--- config.mk ---
export PLATFORM = sky130hd
export DESIGN_NAME = dsc_dst_engine
export DESIGN_NICKNAME = d
export VERILOG_FILES = /design/src/include/dsc_pkg.sv /design/src/hdl/dsc_rule_match.sv /design/src/hdl/dsc_dst_engine.sv
export SDC_FILE = /design/constraint.sdc
export NUM_CORES = 1
export LEC_CHECK = 0
export BUFFER_PORTS_ARGS = -buffer_cell sky130_fd_sc_hd__buf_2
export CAP_MARGIN = 15
export CORE_MARGIN = 1.5
export CORE_UTILIZATION = 35
export CTS_BUF_LIST = sky130_fd_sc_hd__clkbuf_2 sky130_fd_sc_hd__clkbuf_4 sky130_fd_sc_hd__clkbuf_8
export DETAILED_ROUTE_END_ITERATION = 6
export GPL_ROUTABILITY_DRIVEN = 0
export SYNTH_ARGS = -nofsm -noshare
export SYNTH_HDL_FRONTEND = slang
export SYNTH_SLANG_ARGS = --single-unit
--- constraint.sdc ---
create_clock -name ref_clk -period 14.15 [get_ports ref_clk]
set_clock_uncertainty 0.05 [all_clocks]
set_input_delay 1.415 -clock ref_clk [delete_from_list [all_inputs] [get_ports ref_clk]]
set_output_delay 1.415 -clock ref_clk [all_outputs]
set_load 0.01 [all_outputs]
--- src/include/dsc_pkg.sv ---
// Constants and types shared by the daylight-saving changeover engine.
package dsc_pkg;

    // ==========================================================
    // Register map, byte offsets on the APB bus
    localparam logic [3:0] DSC_OFF_CTRL = 4'h0;
    localparam logic [3:0] DSC_OFF_START = 4'h4;
    localparam logic [3:0] DSC_OFF_END = 4'h8;
    localparam logic [3:0] DSC_OFF_STATUS = 4'hc;

    // Status word bit positions.
    localparam int DSC_ST_START_DONE = 0;
    localparam int DSC_ST_END_DONE = 1;
    localparam int DSC_ST_SUMMER = 2;
    localparam int DSC_ST_RUNNING = 3;

    // ==========================================================
    // Modes and rule encodings
    typedef enum logic [2:0] {
        DSC_MODE_NONE = 3'h0,
        DSC_MODE_RULE = 3'h1,
        DSC_MODE_EU = 3'h2,
        DSC_MODE_GB = 3'h3,
        DSC_MODE_US = 3'h4
    } dsc_mode_t;

    localparam logic [1:0] DSC_KIND_DATE = 2'h0;
    localparam logic [1:0] DSC_KIND_NTH = 2'h1;
    localparam logic [1:0] DSC_KIND_AFTER = 2'h2;
    localparam logic [1:0] DSC_KIND_BEFORE = 2'h3;

    // Ordinal 0..3 is first..fourth, 4 is last.
    localparam logic [2:0] DSC_ORD_FIRST = 3'h0;
    localparam logic [2:0] DSC_ORD_FOURTH = 3'h3;
    localparam logic [2:0] DSC_ORD_LAST = 3'h4;

    // ==========================================================
    // Calendar limits
    localparam logic [3:0] DSC_JAN = 4'h1;
    localparam logic [3:0] DSC_FEB = 4'h2;
    localparam logic [3:0] DSC_MAR = 4'h3;
    localparam logic [3:0] DSC_APR = 4'h4;
    localparam logic [3:0] DSC_JUN = 4'h6;
    localparam logic [3:0] DSC_SEP = 4'h9;
    localparam logic [3:0] DSC_OCT = 4'ha;
    localparam logic [3:0] DSC_NOV = 4'hb;
    localparam logic [3:0] DSC_DEC = 4'hc;
    localparam logic [4:0] DSC_DAY_1 = 5'h01;
    localparam logic [4:0] DSC_DAY_28 = 5'h1c;
    localparam logic [4:0] DSC_DAY_29 = 5'h1d;
    localparam logic [4:0] DSC_DAY_30 = 5'h1e;
    localparam logic [4:0] DSC_DAY_31 = 5'h1f;
    localparam logic [4:0] DSC_HOUR_MAX = 5'h17;
    localparam logic [5:0] DSC_MIN_MAX = 6'h3b;
    localparam logic [2:0] DSC_WD_MAX = 3'h6;
    localparam logic [5:0] DSC_WEEK = 6'h07;
    // Offset in half hours, two's complement, legal -6..-1 and 1..6.
    localparam logic signed [3:0] DSC_OFS_MAX = 4'sh6;
    localparam logic signed [3:0] DSC_OFS_MIN = -4'sh6;

    // ==========================================================
    // Carriers
    typedef struct packed {
        logic [3:0] shift_offset;
        logic [5:0] minute;
        logic [4:0] hour;
        logic [4:0] day;
        logic [3:0] month;
        logic [2:0] weekday_select;
        logic [2:0] ordinal;
        logic [1:0] kind;
    } dsc_rule_t;

    typedef struct packed {
        logic [11:0] year;
        logic [3:0] month;
        logic [4:0] day;
        logic [2:0] weekday;
        logic [4:0] hour;
        logic [5:0] minute;
    } dsc_time_t;

    typedef struct packed {
        dsc_mode_t mode;
        dsc_rule_t start_rule;
        dsc_rule_t end_rule;
        logic start_done;
        logic end_done;
        logic summer;
        logic [11:0] year;
        logic ack;
        logic err;
        logic [31:0] rdata;
        logic shift_valid;
        logic [3:0] shift_offset;
    } dsc_state_t;

    localparam dsc_state_t DSC_STATE_RST = '0;

    // Regional presets: start at 02:00 +1:00, end at 03:00 -1:00.
    localparam dsc_rule_t DSC_EU_START = '{shift_offset: 4'h2,
        minute: 6'h00, hour: 5'h02, day: 5'h00, month: DSC_MAR,
        weekday_select: 3'h0, ordinal: DSC_ORD_LAST, kind: DSC_KIND_NTH};
    localparam dsc_rule_t DSC_EU_END = '{shift_offset: 4'he,
        minute: 6'h00, hour: 5'h03, day: 5'h00, month: DSC_OCT,
        weekday_select: 3'h0, ordinal: DSC_ORD_LAST, kind: DSC_KIND_NTH};
    localparam dsc_rule_t DSC_GB_END = '{shift_offset: 4'he,
        minute: 6'h00, hour: 5'h03, day: 5'h00, month: DSC_OCT,
        weekday_select: 3'h0, ordinal: DSC_ORD_FOURTH,
        kind: DSC_KIND_NTH};
    localparam dsc_rule_t DSC_US_START = '{shift_offset: 4'h2,
        minute: 6'h00, hour: 5'h02, day: 5'h00, month: DSC_APR,
        weekday_select: 3'h0, ordinal: DSC_ORD_FIRST,
        kind: DSC_KIND_NTH};

endpackage

--- src/hdl/dsc_rule_match.sv ---
// Day matcher: tells whether today is the day selected by one rule.
`timescale 1ns/1ps
module dsc_rule_match
    import dsc_pkg::*;
(
    // Rule and calendar.
    input dsc_rule_t rule,
    input dsc_time_t now,
    // Result.
    output logic day_hit
);

    // ==========================================================
    // Days in a month, with the leap-year February.
    function automatic logic [4:0] days_in(input logic [3:0] m,
                                           input logic leap);
        if (m == DSC_FEB) begin
            days_in = leap ? DSC_DAY_29 : DSC_DAY_28;
        end else if (m == DSC_APR || m == DSC_JUN || m == DSC_SEP ||
                     m == DSC_NOV) begin
            days_in = DSC_DAY_30;
        end else begin
            days_in = DSC_DAY_31;
        end
    endfunction

    logic leap;
    logic wd_eq;
    logic [3:0] next_m;
    logic [3:0] prev_m;
    logic [5:0] base;
    logic [5:0] d_after;
    logic [5:0] d_before;
    logic hit_date;
    logic hit_nth;

    // The calendar serves years 2000 to 2099, where every fourth is leap.
    assign leap = (now.year[1:0] == 2'h0);
    assign wd_eq = (now.weekday == rule.weekday_select);
    assign next_m = (rule.month == DSC_DEC) ? DSC_JAN : rule.month + 4'h1;
    assign prev_m = (rule.month == DSC_JAN) ? DSC_DEC : rule.month - 4'h1;
    assign base = 6'({rule.ordinal, 3'h0}) - 6'(rule.ordinal);

    // Distance in days from the rule date, across one month boundary.
    always_comb begin
        d_after = 6'h00;
        d_before = 6'h00;
        if (now.month == rule.month && now.day > rule.day) begin
            d_after = 6'(now.day - rule.day);
        end else if (now.month == next_m) begin
            d_after = 6'(now.day) + 6'(days_in(rule.month, leap)) -
                      6'(rule.day);
        end
        if (now.month == rule.month && now.day < rule.day) begin
            d_before = 6'(rule.day - now.day);
        end else if (now.month == prev_m) begin
            d_before = 6'(rule.day) + 6'(days_in(now.month, leap)) -
                       6'(now.day);
        end
    end

    // A 29 February date falls on 1 March in a common year.
    always_comb begin
        if (rule.month == DSC_FEB && rule.day == DSC_DAY_29 && !leap) begin
            hit_date = now.month == DSC_MAR && now.day == DSC_DAY_1;
        end else begin
            hit_date = now.month == rule.month && now.day == rule.day;
        end
    end

    // Nth weekday by week of the month, last by the final seven days.
    always_comb begin
        if (rule.ordinal == DSC_ORD_LAST) begin
            hit_nth = 6'(now.day) + DSC_WEEK >
                      6'(days_in(now.month, leap));
        end else begin
            hit_nth = 6'(now.day) > base &&
                      6'(now.day) <= base + DSC_WEEK;
        end
    end

    // Select the test for the rule kind.
    always_comb begin
        case (rule.kind)
            DSC_KIND_DATE: day_hit = hit_date;
            DSC_KIND_NTH: day_hit = wd_eq && hit_nth &&
                                    now.month == rule.month;
            DSC_KIND_AFTER: day_hit = wd_eq && d_after != 6'h00 &&
                                      d_after <= DSC_WEEK;
            default: day_hit = wd_eq && d_before != 6'h00 &&
                               d_before <= DSC_WEEK;
        endcase
    end

endmodule

--- src/hdl/dsc_dst_engine.sv ---
// Daylight-saving changeover engine with its APB register file.
//
// Summary of operation
// - A fixed-date rule fires on a chosen day 1-31 of month 1-12.
// - A rule may pick first to fourth or last weekday of a month.
// - A rule may pick the first weekday strictly after or before a date.
// - Offset is signed half hours, 00:30 to 03:00, never zero.
// - European end: last Sunday October, 03:00 back to 02:00.
// - European start: last Sunday March, 02:00 forward to 03:00.
// - Mode is none, user rule or three presets; none after reset.
// - Start and end rules change only while the device is stopped.
// - A 29 February rule fires on 1 March in common years.
// - Time set past the end moment leaves summer_active as it was; no shift.
//
// The APB register port and the placing of the registers were left to the implementer.
`timescale 1ns/1ps
module dsc_dst_engine
    import dsc_pkg::*;
#(
    parameter int ADDR_W = 12
)(
    // Clock and reset.
    input wire logic ref_clk,
    input wire logic sys_rst,
    // APB slave.
    input wire logic [ADDR_W-1:0] paddr,
    input wire logic psel,
    input wire logic penable,
    input wire logic pwrite,
    input wire logic [31:0] pwdata,
    output logic [31:0] prdata,
    output logic pready,
    output logic pslverr,
    // Calendar side.
    input wire logic minute_tick,
    input dsc_time_t now,
    input wire logic device_running,
    // Changeover request to the calendar counter.
    output logic shift_valid,
    output logic [3:0] shift_offset,
    output logic summer_active
);

    // ==========================================================
    // Elaboration checks
    generate
        if (ADDR_W < 5) begin : g_bad_width
            $error("ADDR_W must be at least 5");
        end
    endgenerate

    // ==========================================================
    // Helpers
    function automatic logic addr_is(input logic [ADDR_W-1:0] a,
                                     input logic [3:0] off);
        addr_is = (a == {{(ADDR_W-4){1'b0}}, off});
    endfunction

    // A rule word is taken only with every field in range.
    function automatic logic rule_ok(input dsc_rule_t r);
        rule_ok = r.month >= DSC_JAN && r.month <= DSC_DEC &&
                  r.day >= DSC_DAY_1 && r.hour <= DSC_HOUR_MAX &&
                  r.minute <= DSC_MIN_MAX &&
                  r.weekday_select <= DSC_WD_MAX &&
                  r.ordinal <= DSC_ORD_LAST &&
                  r.shift_offset != 4'h0 &&
                  $signed(r.shift_offset) <= DSC_OFS_MAX &&
                  $signed(r.shift_offset) >= DSC_OFS_MIN;
    endfunction

    // The rule in force for the mode; presets ignore the user words.
    function automatic dsc_rule_t pick_rule(input dsc_mode_t m,
                                            input dsc_rule_t user,
                                            input logic is_start);
        if (m == DSC_MODE_EU) begin
            pick_rule = is_start ? DSC_EU_START : DSC_EU_END;
        end else if (m == DSC_MODE_GB) begin
            pick_rule = is_start ? DSC_EU_START : DSC_GB_END;
        end else if (m == DSC_MODE_US) begin
            pick_rule = is_start ? DSC_US_START : DSC_EU_END;
        end else begin
            pick_rule = user;
        end
    endfunction

    // ==========================================================
    // State and rule evaluation
    dsc_state_t s_reg;
    dsc_state_t s_next;
    dsc_rule_t rs;
    dsc_rule_t re;
    logic start_hit;
    logic end_hit;
    logic start_fire;
    logic end_fire;
    logic year_new;
    logic dst_on;
    logic access;

    assign rs = pick_rule(s_reg.mode, s_reg.start_rule, 1'b1);
    assign re = pick_rule(s_reg.mode, s_reg.end_rule, 1'b0);

    dsc_rule_match u_start_match (
        .rule(rs),
        .now(now),
        .day_hit(start_hit)
    );

    dsc_rule_match u_end_match (
        .rule(re),
        .now(now),
        .day_hit(end_hit)
    );

    // A rule fires only on the tick at its exact minute, once a year.
    assign year_new = (now.year != s_reg.year);
    assign dst_on = (s_reg.mode != DSC_MODE_NONE);
    assign start_fire = minute_tick && dst_on && start_hit &&
                        now.hour == rs.hour && now.minute == rs.minute &&
                        (year_new || !s_reg.start_done);
    // A clock already set past the end minute never matches it.
    assign end_fire = minute_tick && dst_on && end_hit && !start_fire &&
                      now.hour == re.hour && now.minute == re.minute &&
                      (year_new || !s_reg.end_done);
    assign access = psel && penable;

    // Next-state logic: bus access, year rollover and changeover.
    always_comb begin
        s_next = s_reg;
        s_next.shift_valid = 1'b0;
        if (access && !s_reg.ack) begin
            s_next.ack = 1'b1;
            s_next.err = 1'b0;
            s_next.rdata = '0;
            if (addr_is(paddr, DSC_OFF_CTRL)) begin
                if (pwrite) begin
                    s_next.err = pwdata[31:3] != '0 ||
                                 pwdata[2:0] > DSC_MODE_US;
                end else begin
                    s_next.rdata = 32'(s_reg.mode);
                end
            end else if (addr_is(paddr, DSC_OFF_START)) begin
                if (pwrite) begin
                    s_next.err = device_running || !rule_ok(pwdata);
                end else begin
                    s_next.rdata = s_reg.start_rule;
                end
            end else if (addr_is(paddr, DSC_OFF_END)) begin
                if (pwrite) begin
                    s_next.err = device_running || !rule_ok(pwdata);
                end else begin
                    s_next.rdata = s_reg.end_rule;
                end
            end else if (addr_is(paddr, DSC_OFF_STATUS)) begin
                s_next.err = pwrite;
                s_next.rdata[DSC_ST_START_DONE] = s_reg.start_done;
                s_next.rdata[DSC_ST_END_DONE] = s_reg.end_done;
                s_next.rdata[DSC_ST_SUMMER] = s_reg.summer;
                s_next.rdata[DSC_ST_RUNNING] = device_running;
            end else begin
                s_next.err = 1'b1;
            end
        end else if (access) begin
            s_next.ack = 1'b0;
            if (pwrite && !s_reg.err) begin
                if (addr_is(paddr, DSC_OFF_CTRL)) begin
                    s_next.mode = dsc_mode_t'(pwdata[2:0]);
                end else if (addr_is(paddr, DSC_OFF_START)) begin
                    s_next.start_rule = pwdata;
                end else if (addr_is(paddr, DSC_OFF_END)) begin
                    s_next.end_rule = pwdata;
                end
            end
        end else begin
            s_next.ack = 1'b0;
        end
        // A new year re-arms both rules; a firing in that cycle wins.
        if (year_new) begin
            s_next.year = now.year;
            s_next.start_done = 1'b0;
            s_next.end_done = 1'b0;
        end
        if (start_fire) begin
            s_next.start_done = 1'b1;
            s_next.summer = 1'b1;
            s_next.shift_valid = 1'b1;
            s_next.shift_offset = rs.shift_offset;
        end else if (end_fire) begin
            s_next.end_done = 1'b1;
            s_next.summer = 1'b0;
            s_next.shift_valid = 1'b1;
            s_next.shift_offset = re.shift_offset;
        end
    end

    // State register.
    always_ff @(posedge ref_clk or posedge sys_rst) begin
        if (sys_rst) begin
            s_reg <= DSC_STATE_RST;
        end else begin
            s_reg <= s_next;
        end
    end

    // Outputs; pready comes one wait state into the access phase.
    assign prdata = s_reg.rdata;
    assign pready = access && s_reg.ack;
    assign pslverr = s_reg.err;
    assign shift_valid = s_reg.shift_valid;
    assign shift_offset = s_reg.shift_offset;
    assign summer_active = s_reg.summer;
endmodule

==> impl_metrics.tcl <==
set metrics [dict create \
    whs_path_depth 2 \
    drt-vias-per-instance 5.45 \
    hp-class "register to register" \
    pin_count 126 \
    p_switching_uw 217 \
    finalHoldViolCount 0 \
    holdPathEnd "prdata[21]$_DFFE_PP0P_" \
    synth_flop_cell "dfrtp_1" \
    leakagePower_uw 0.00560 \
    clkPwrFrac_pct 42.9 \
    synth_edf_count 0 \
    largest_register_ffs 82 \
    ant_nets 0 \
    fp.dieH_um 174 \
    grt_usage_pct 20.1 \
    rows 62 \
    cp-end-kind "register" \
    area_growth_pct 10.6 \
    place_hpwl_um 23000 \
    finalSetupViolations 0 \
    final_max_slew_viol_count 0 \
    max_freq_mhz 174 \
    synthArstFlopShare_pct 100 \
    cts_resized 0 \
    clk-insertion-delay-late_ns 0.46 \
    antenna_found_initial 1 \
    setup_tns_ns 0 \
    fillCellCount 2893 \
    syn_nets 1347 \
    reg2reg_slack_ns 8.40 \
    seq_area_mm2 0.00303 \
    crit_type "register to register" \
    postCtsSetupBuffers 0 \
    cp_data_arrival_time_ns 6.04 \
    wire_per_inst_um 18.8 \
    root_buffer "clkbuf_8" \
    cts_tree "built" \
    post-route-period-util_pct 40.6 \
    numClockSinks 121 \
    drt_iter0_markers 609 \
    layout_commonest_cell "buf_2" \
    crit_path_start_kind "register" \
    drtPass1Iterations 5 \
    drive_above_1_share_pct 20.7 \
    grt_pass1_wl_um 48000 \
    ff2ff_path_depth 21 \
    pwr-share-seq_pct 43.5 \
    grt_setup_unrepaired "no" \
    grt_max_degree 68 \
    wl_met2_um 14100 \
    multi_input_area_mm2 0.00642 \
    place_area_mm2 0.0109 \
    final_area_mm2 0.0114 \
    drc 0 \
    min_from "prdata[21]$_DFFE_PP0P_" \
    ctsHoldBuffers 0 \
    die_x_um 174 \
    synthesis.area_mm2 0.0103 \
    maxSlewHeadroom_pct 22.5 \
    cap_violations 0 \
    p_int_uw 586 \
    worst_pin_slew_ns 1.16 \
    switching_share_pct 27.0 \
    ir_worst_vdd_mv 0.0494 \
    htreeDepth 4 \
    grt_pass1_vias 8691 \
    top_layer "met4" \
    ys.warnings.count 0 \
    dr_wl_met3_um 1760 \
    syn_inst 1148 \
    r2r_end "shift_offset[1]$_DFFE_PP0P_" \
    initial_core_util_pct 35.7 \
    period_needed_ns 5.75 \
    drt-met1-wl_um 13800 \
    grt_overflow 0 \
    routed_wl_um 30100 \
    cts_made_buffers 17 \
    seq_area_frac_synth_pct 29.5 \
    finish.net_count 1400 \
    synth_cell_types 77 \
    syn_avg_cell_area_um2 8.95 \
    powerDensity_mw_per_mm2 70.6 \
    critPathMaxFanout 30 \
    port_buffers 125 \
    comb_power_share_pct 13.6 \
    dieArea_mm2 0.0304 \
    clkTransAtPathRegs_ns 0.08 \
    yosys_register_bits 121 \
    vias 8722 \
    clockBufferDepth 2 \
    final_cell_mix "buf_2, dfrtp_1, ha_1" \
    status "completed" \
    coreArea_mm2 0.0288 \
    required_ns 14.45 \
    reg2reg_from "s_reg[120]$_DFFE_PP0P_" \
]
## power by group through the flow
stage	Clock (µW)	Sequential, µW	Combinational (µW)
2_1_floorplan	0	356	67.2
3_3_place_gp	0	356	108
4_1_cts	349	349	110
6_report	344	349	110
3_5_place_dp	0	356	109
5_1_grt	367	349	123
## synth_stat cells, types with 4 or more instances
cell type | instances | area (µm²)
buf_2 | 5 | 25.0
or4_1 | 8 | 60.1
a211oi_1 | 7 | 52.6
fa_1 | 12 | 240
clkbuf_1 | 49 | 184
and3_1 | 6 | 37.5
xnor2_1 | 41 | 359
o22ai_1 | 5 | 31.3
nor4_1 | 15 | 93.8
o31ai_1 | 5 | 37.5
nor4bb_1 | 8 | 80.1
or3_1 | 7 | 43.8
nor3b_1 | 7 | 52.6
nor2_1 | 68 | 255
a31oi_1 | 18 | 113
dfrtp_1 | 121 | 3030
a22oi_1 | 5 | 37.5
o211ai_1 | 8 | 60.1
xor2_1 | 9 | 78.8
mux2_2 | 67 | 754
and2_1 | 6 | 37.5
nor2b_1 | 19 | 119
buf_4 | 36 | 270
o32ai_1 | 9 | 78.8
o31a_1 | 6 | 52.6
nor3_1 | 16 | 80.1
inv_1 | 83 | 312
nand2b_1 | 20 | 125
a21o_1 | 17 | 128
buf_1 | 5 | 18.8
nand3_1 | 30 | 150
ha_1 | 101 | 1260
nand4_1 | 17 | 106
o2111ai_1 | 6 | 52.6
nand3b_1 | 5 | 37.5
mux2i_1 | 36 | 360
nand2_1 | 87 | 327
o21ai_0 | 58 | 290
a21oi_1 | 55 | 275
o21ai_1 | 4 | 20.0
## worst max-delay path, cell delays in order (launching register included)
cell and delay (ns):
dfrtp_1 0.55, nor3b_1 0.22, buf_4 0.21, nor2_2 0.14
buf_4 0.41, nand2_1 0.30, ha_1 0.31, ha_1 0.34
nand2_1 0.10, a21oi_1 0.15, o22ai_1 0.09, a21o_1 0.18
ha_1 0.31, and3_1 0.19, o21ai_0 0.08, nand3_1 0.09
a211o_1 0.26, a221o_1 0.33, a32o_1 0.27, a211oi_2 0.66
nor3b_1 0.31, nor3_2 0.07
## worst max path at each step
stage	from	end	cells after the start
4_1_cts	s_reg[120]$_DFFE_PP0P_	shift_offset[0]$_DFFE_PP0P_	19
2_1_floorplan	s_reg[118]$_DFFE_PP0P_	shift_offset[0]$_DFFE_PP0P_	24
3_3_place_gp	s_reg[120]$_DFFE_PP0P_	shift_offset[1]$_DFFE_PP0P_	21
3_5_place_dp	s_reg[120]$_DFFE_PP0P_	shift_offset[0]$_DFFE_PP0P_	19
5_1_grt	s_reg[120]$_DFFE_PP0P_	shift_offset[1]$_DFFE_PP0P_	21
6_report	s_reg[120]$_DFFE_PP0P_	shift_offset[1]$_DFFE_PP0P_	21
## layout make-up
| cell class | count | share of cell area [%] |
|---|---|---|
| multi-input cells | 845 | 56.5 |
| flip-flops and latches | 121 | 26.6 |
| repair buffers | 132 | 5.97 |
| well taps | 384 | 4.23 |
| inverters | 84 | 2.80 |
| clock buffers | 22 | 2.61 |
| clock inverters | 10 | 1.23 |
| diodes | 1 | 0.0220 |
## metal layers
layer | global-route usage (%) | up-vias
li1 | - | 4159
met1 | 27.3 | 4250
met2 | 32.8 | 279
met3 | 3.65 | 34
met4 | 5.17 | 0
met5 | 0 | -
## metrics by stage
| step | hold WS (ns) | total power, µW | util, % | setup WS (ns) | cells |
|---|---|---|---|---|---|
| 3_3_place_gp | 0.411 | 464 | 38.0 | 8.59 | 1566 |
| 3_5_place_dp | 0.416 | 465 | 38.0 | 8.49 | 1566 |
| 6_report | 0.429 | 803 | 39.5 | 8.40 | 1599 |
| 2_1_floorplan | 0.401 | 423 | - | 8.54 | 1148 |
| 5_1_grt | 0.452 | 839 | 39.5 | 7.99 | 1598 |
| 4_1_cts | 0.434 | 808 | 39.5 | 8.46 | 1598 |
## logic make-up (layout without fill, tap and decap cells)
family,after synthesis,count (layout),synth area share [%]
flip-flops,121,121,29.5
adder cells (fa/ha/maj),113,113,14.6
AND/OR/NAND/NOR,340,340,17.4
other,0,1,0
buffers and inverters,182,248,8.24
multiplexers,103,103,10.8
AO/OA/AOI/OAI,239,239,15.2
XOR/XNOR,50,50,4.26
Note: power is estimated with default switching activity, not from simulation.
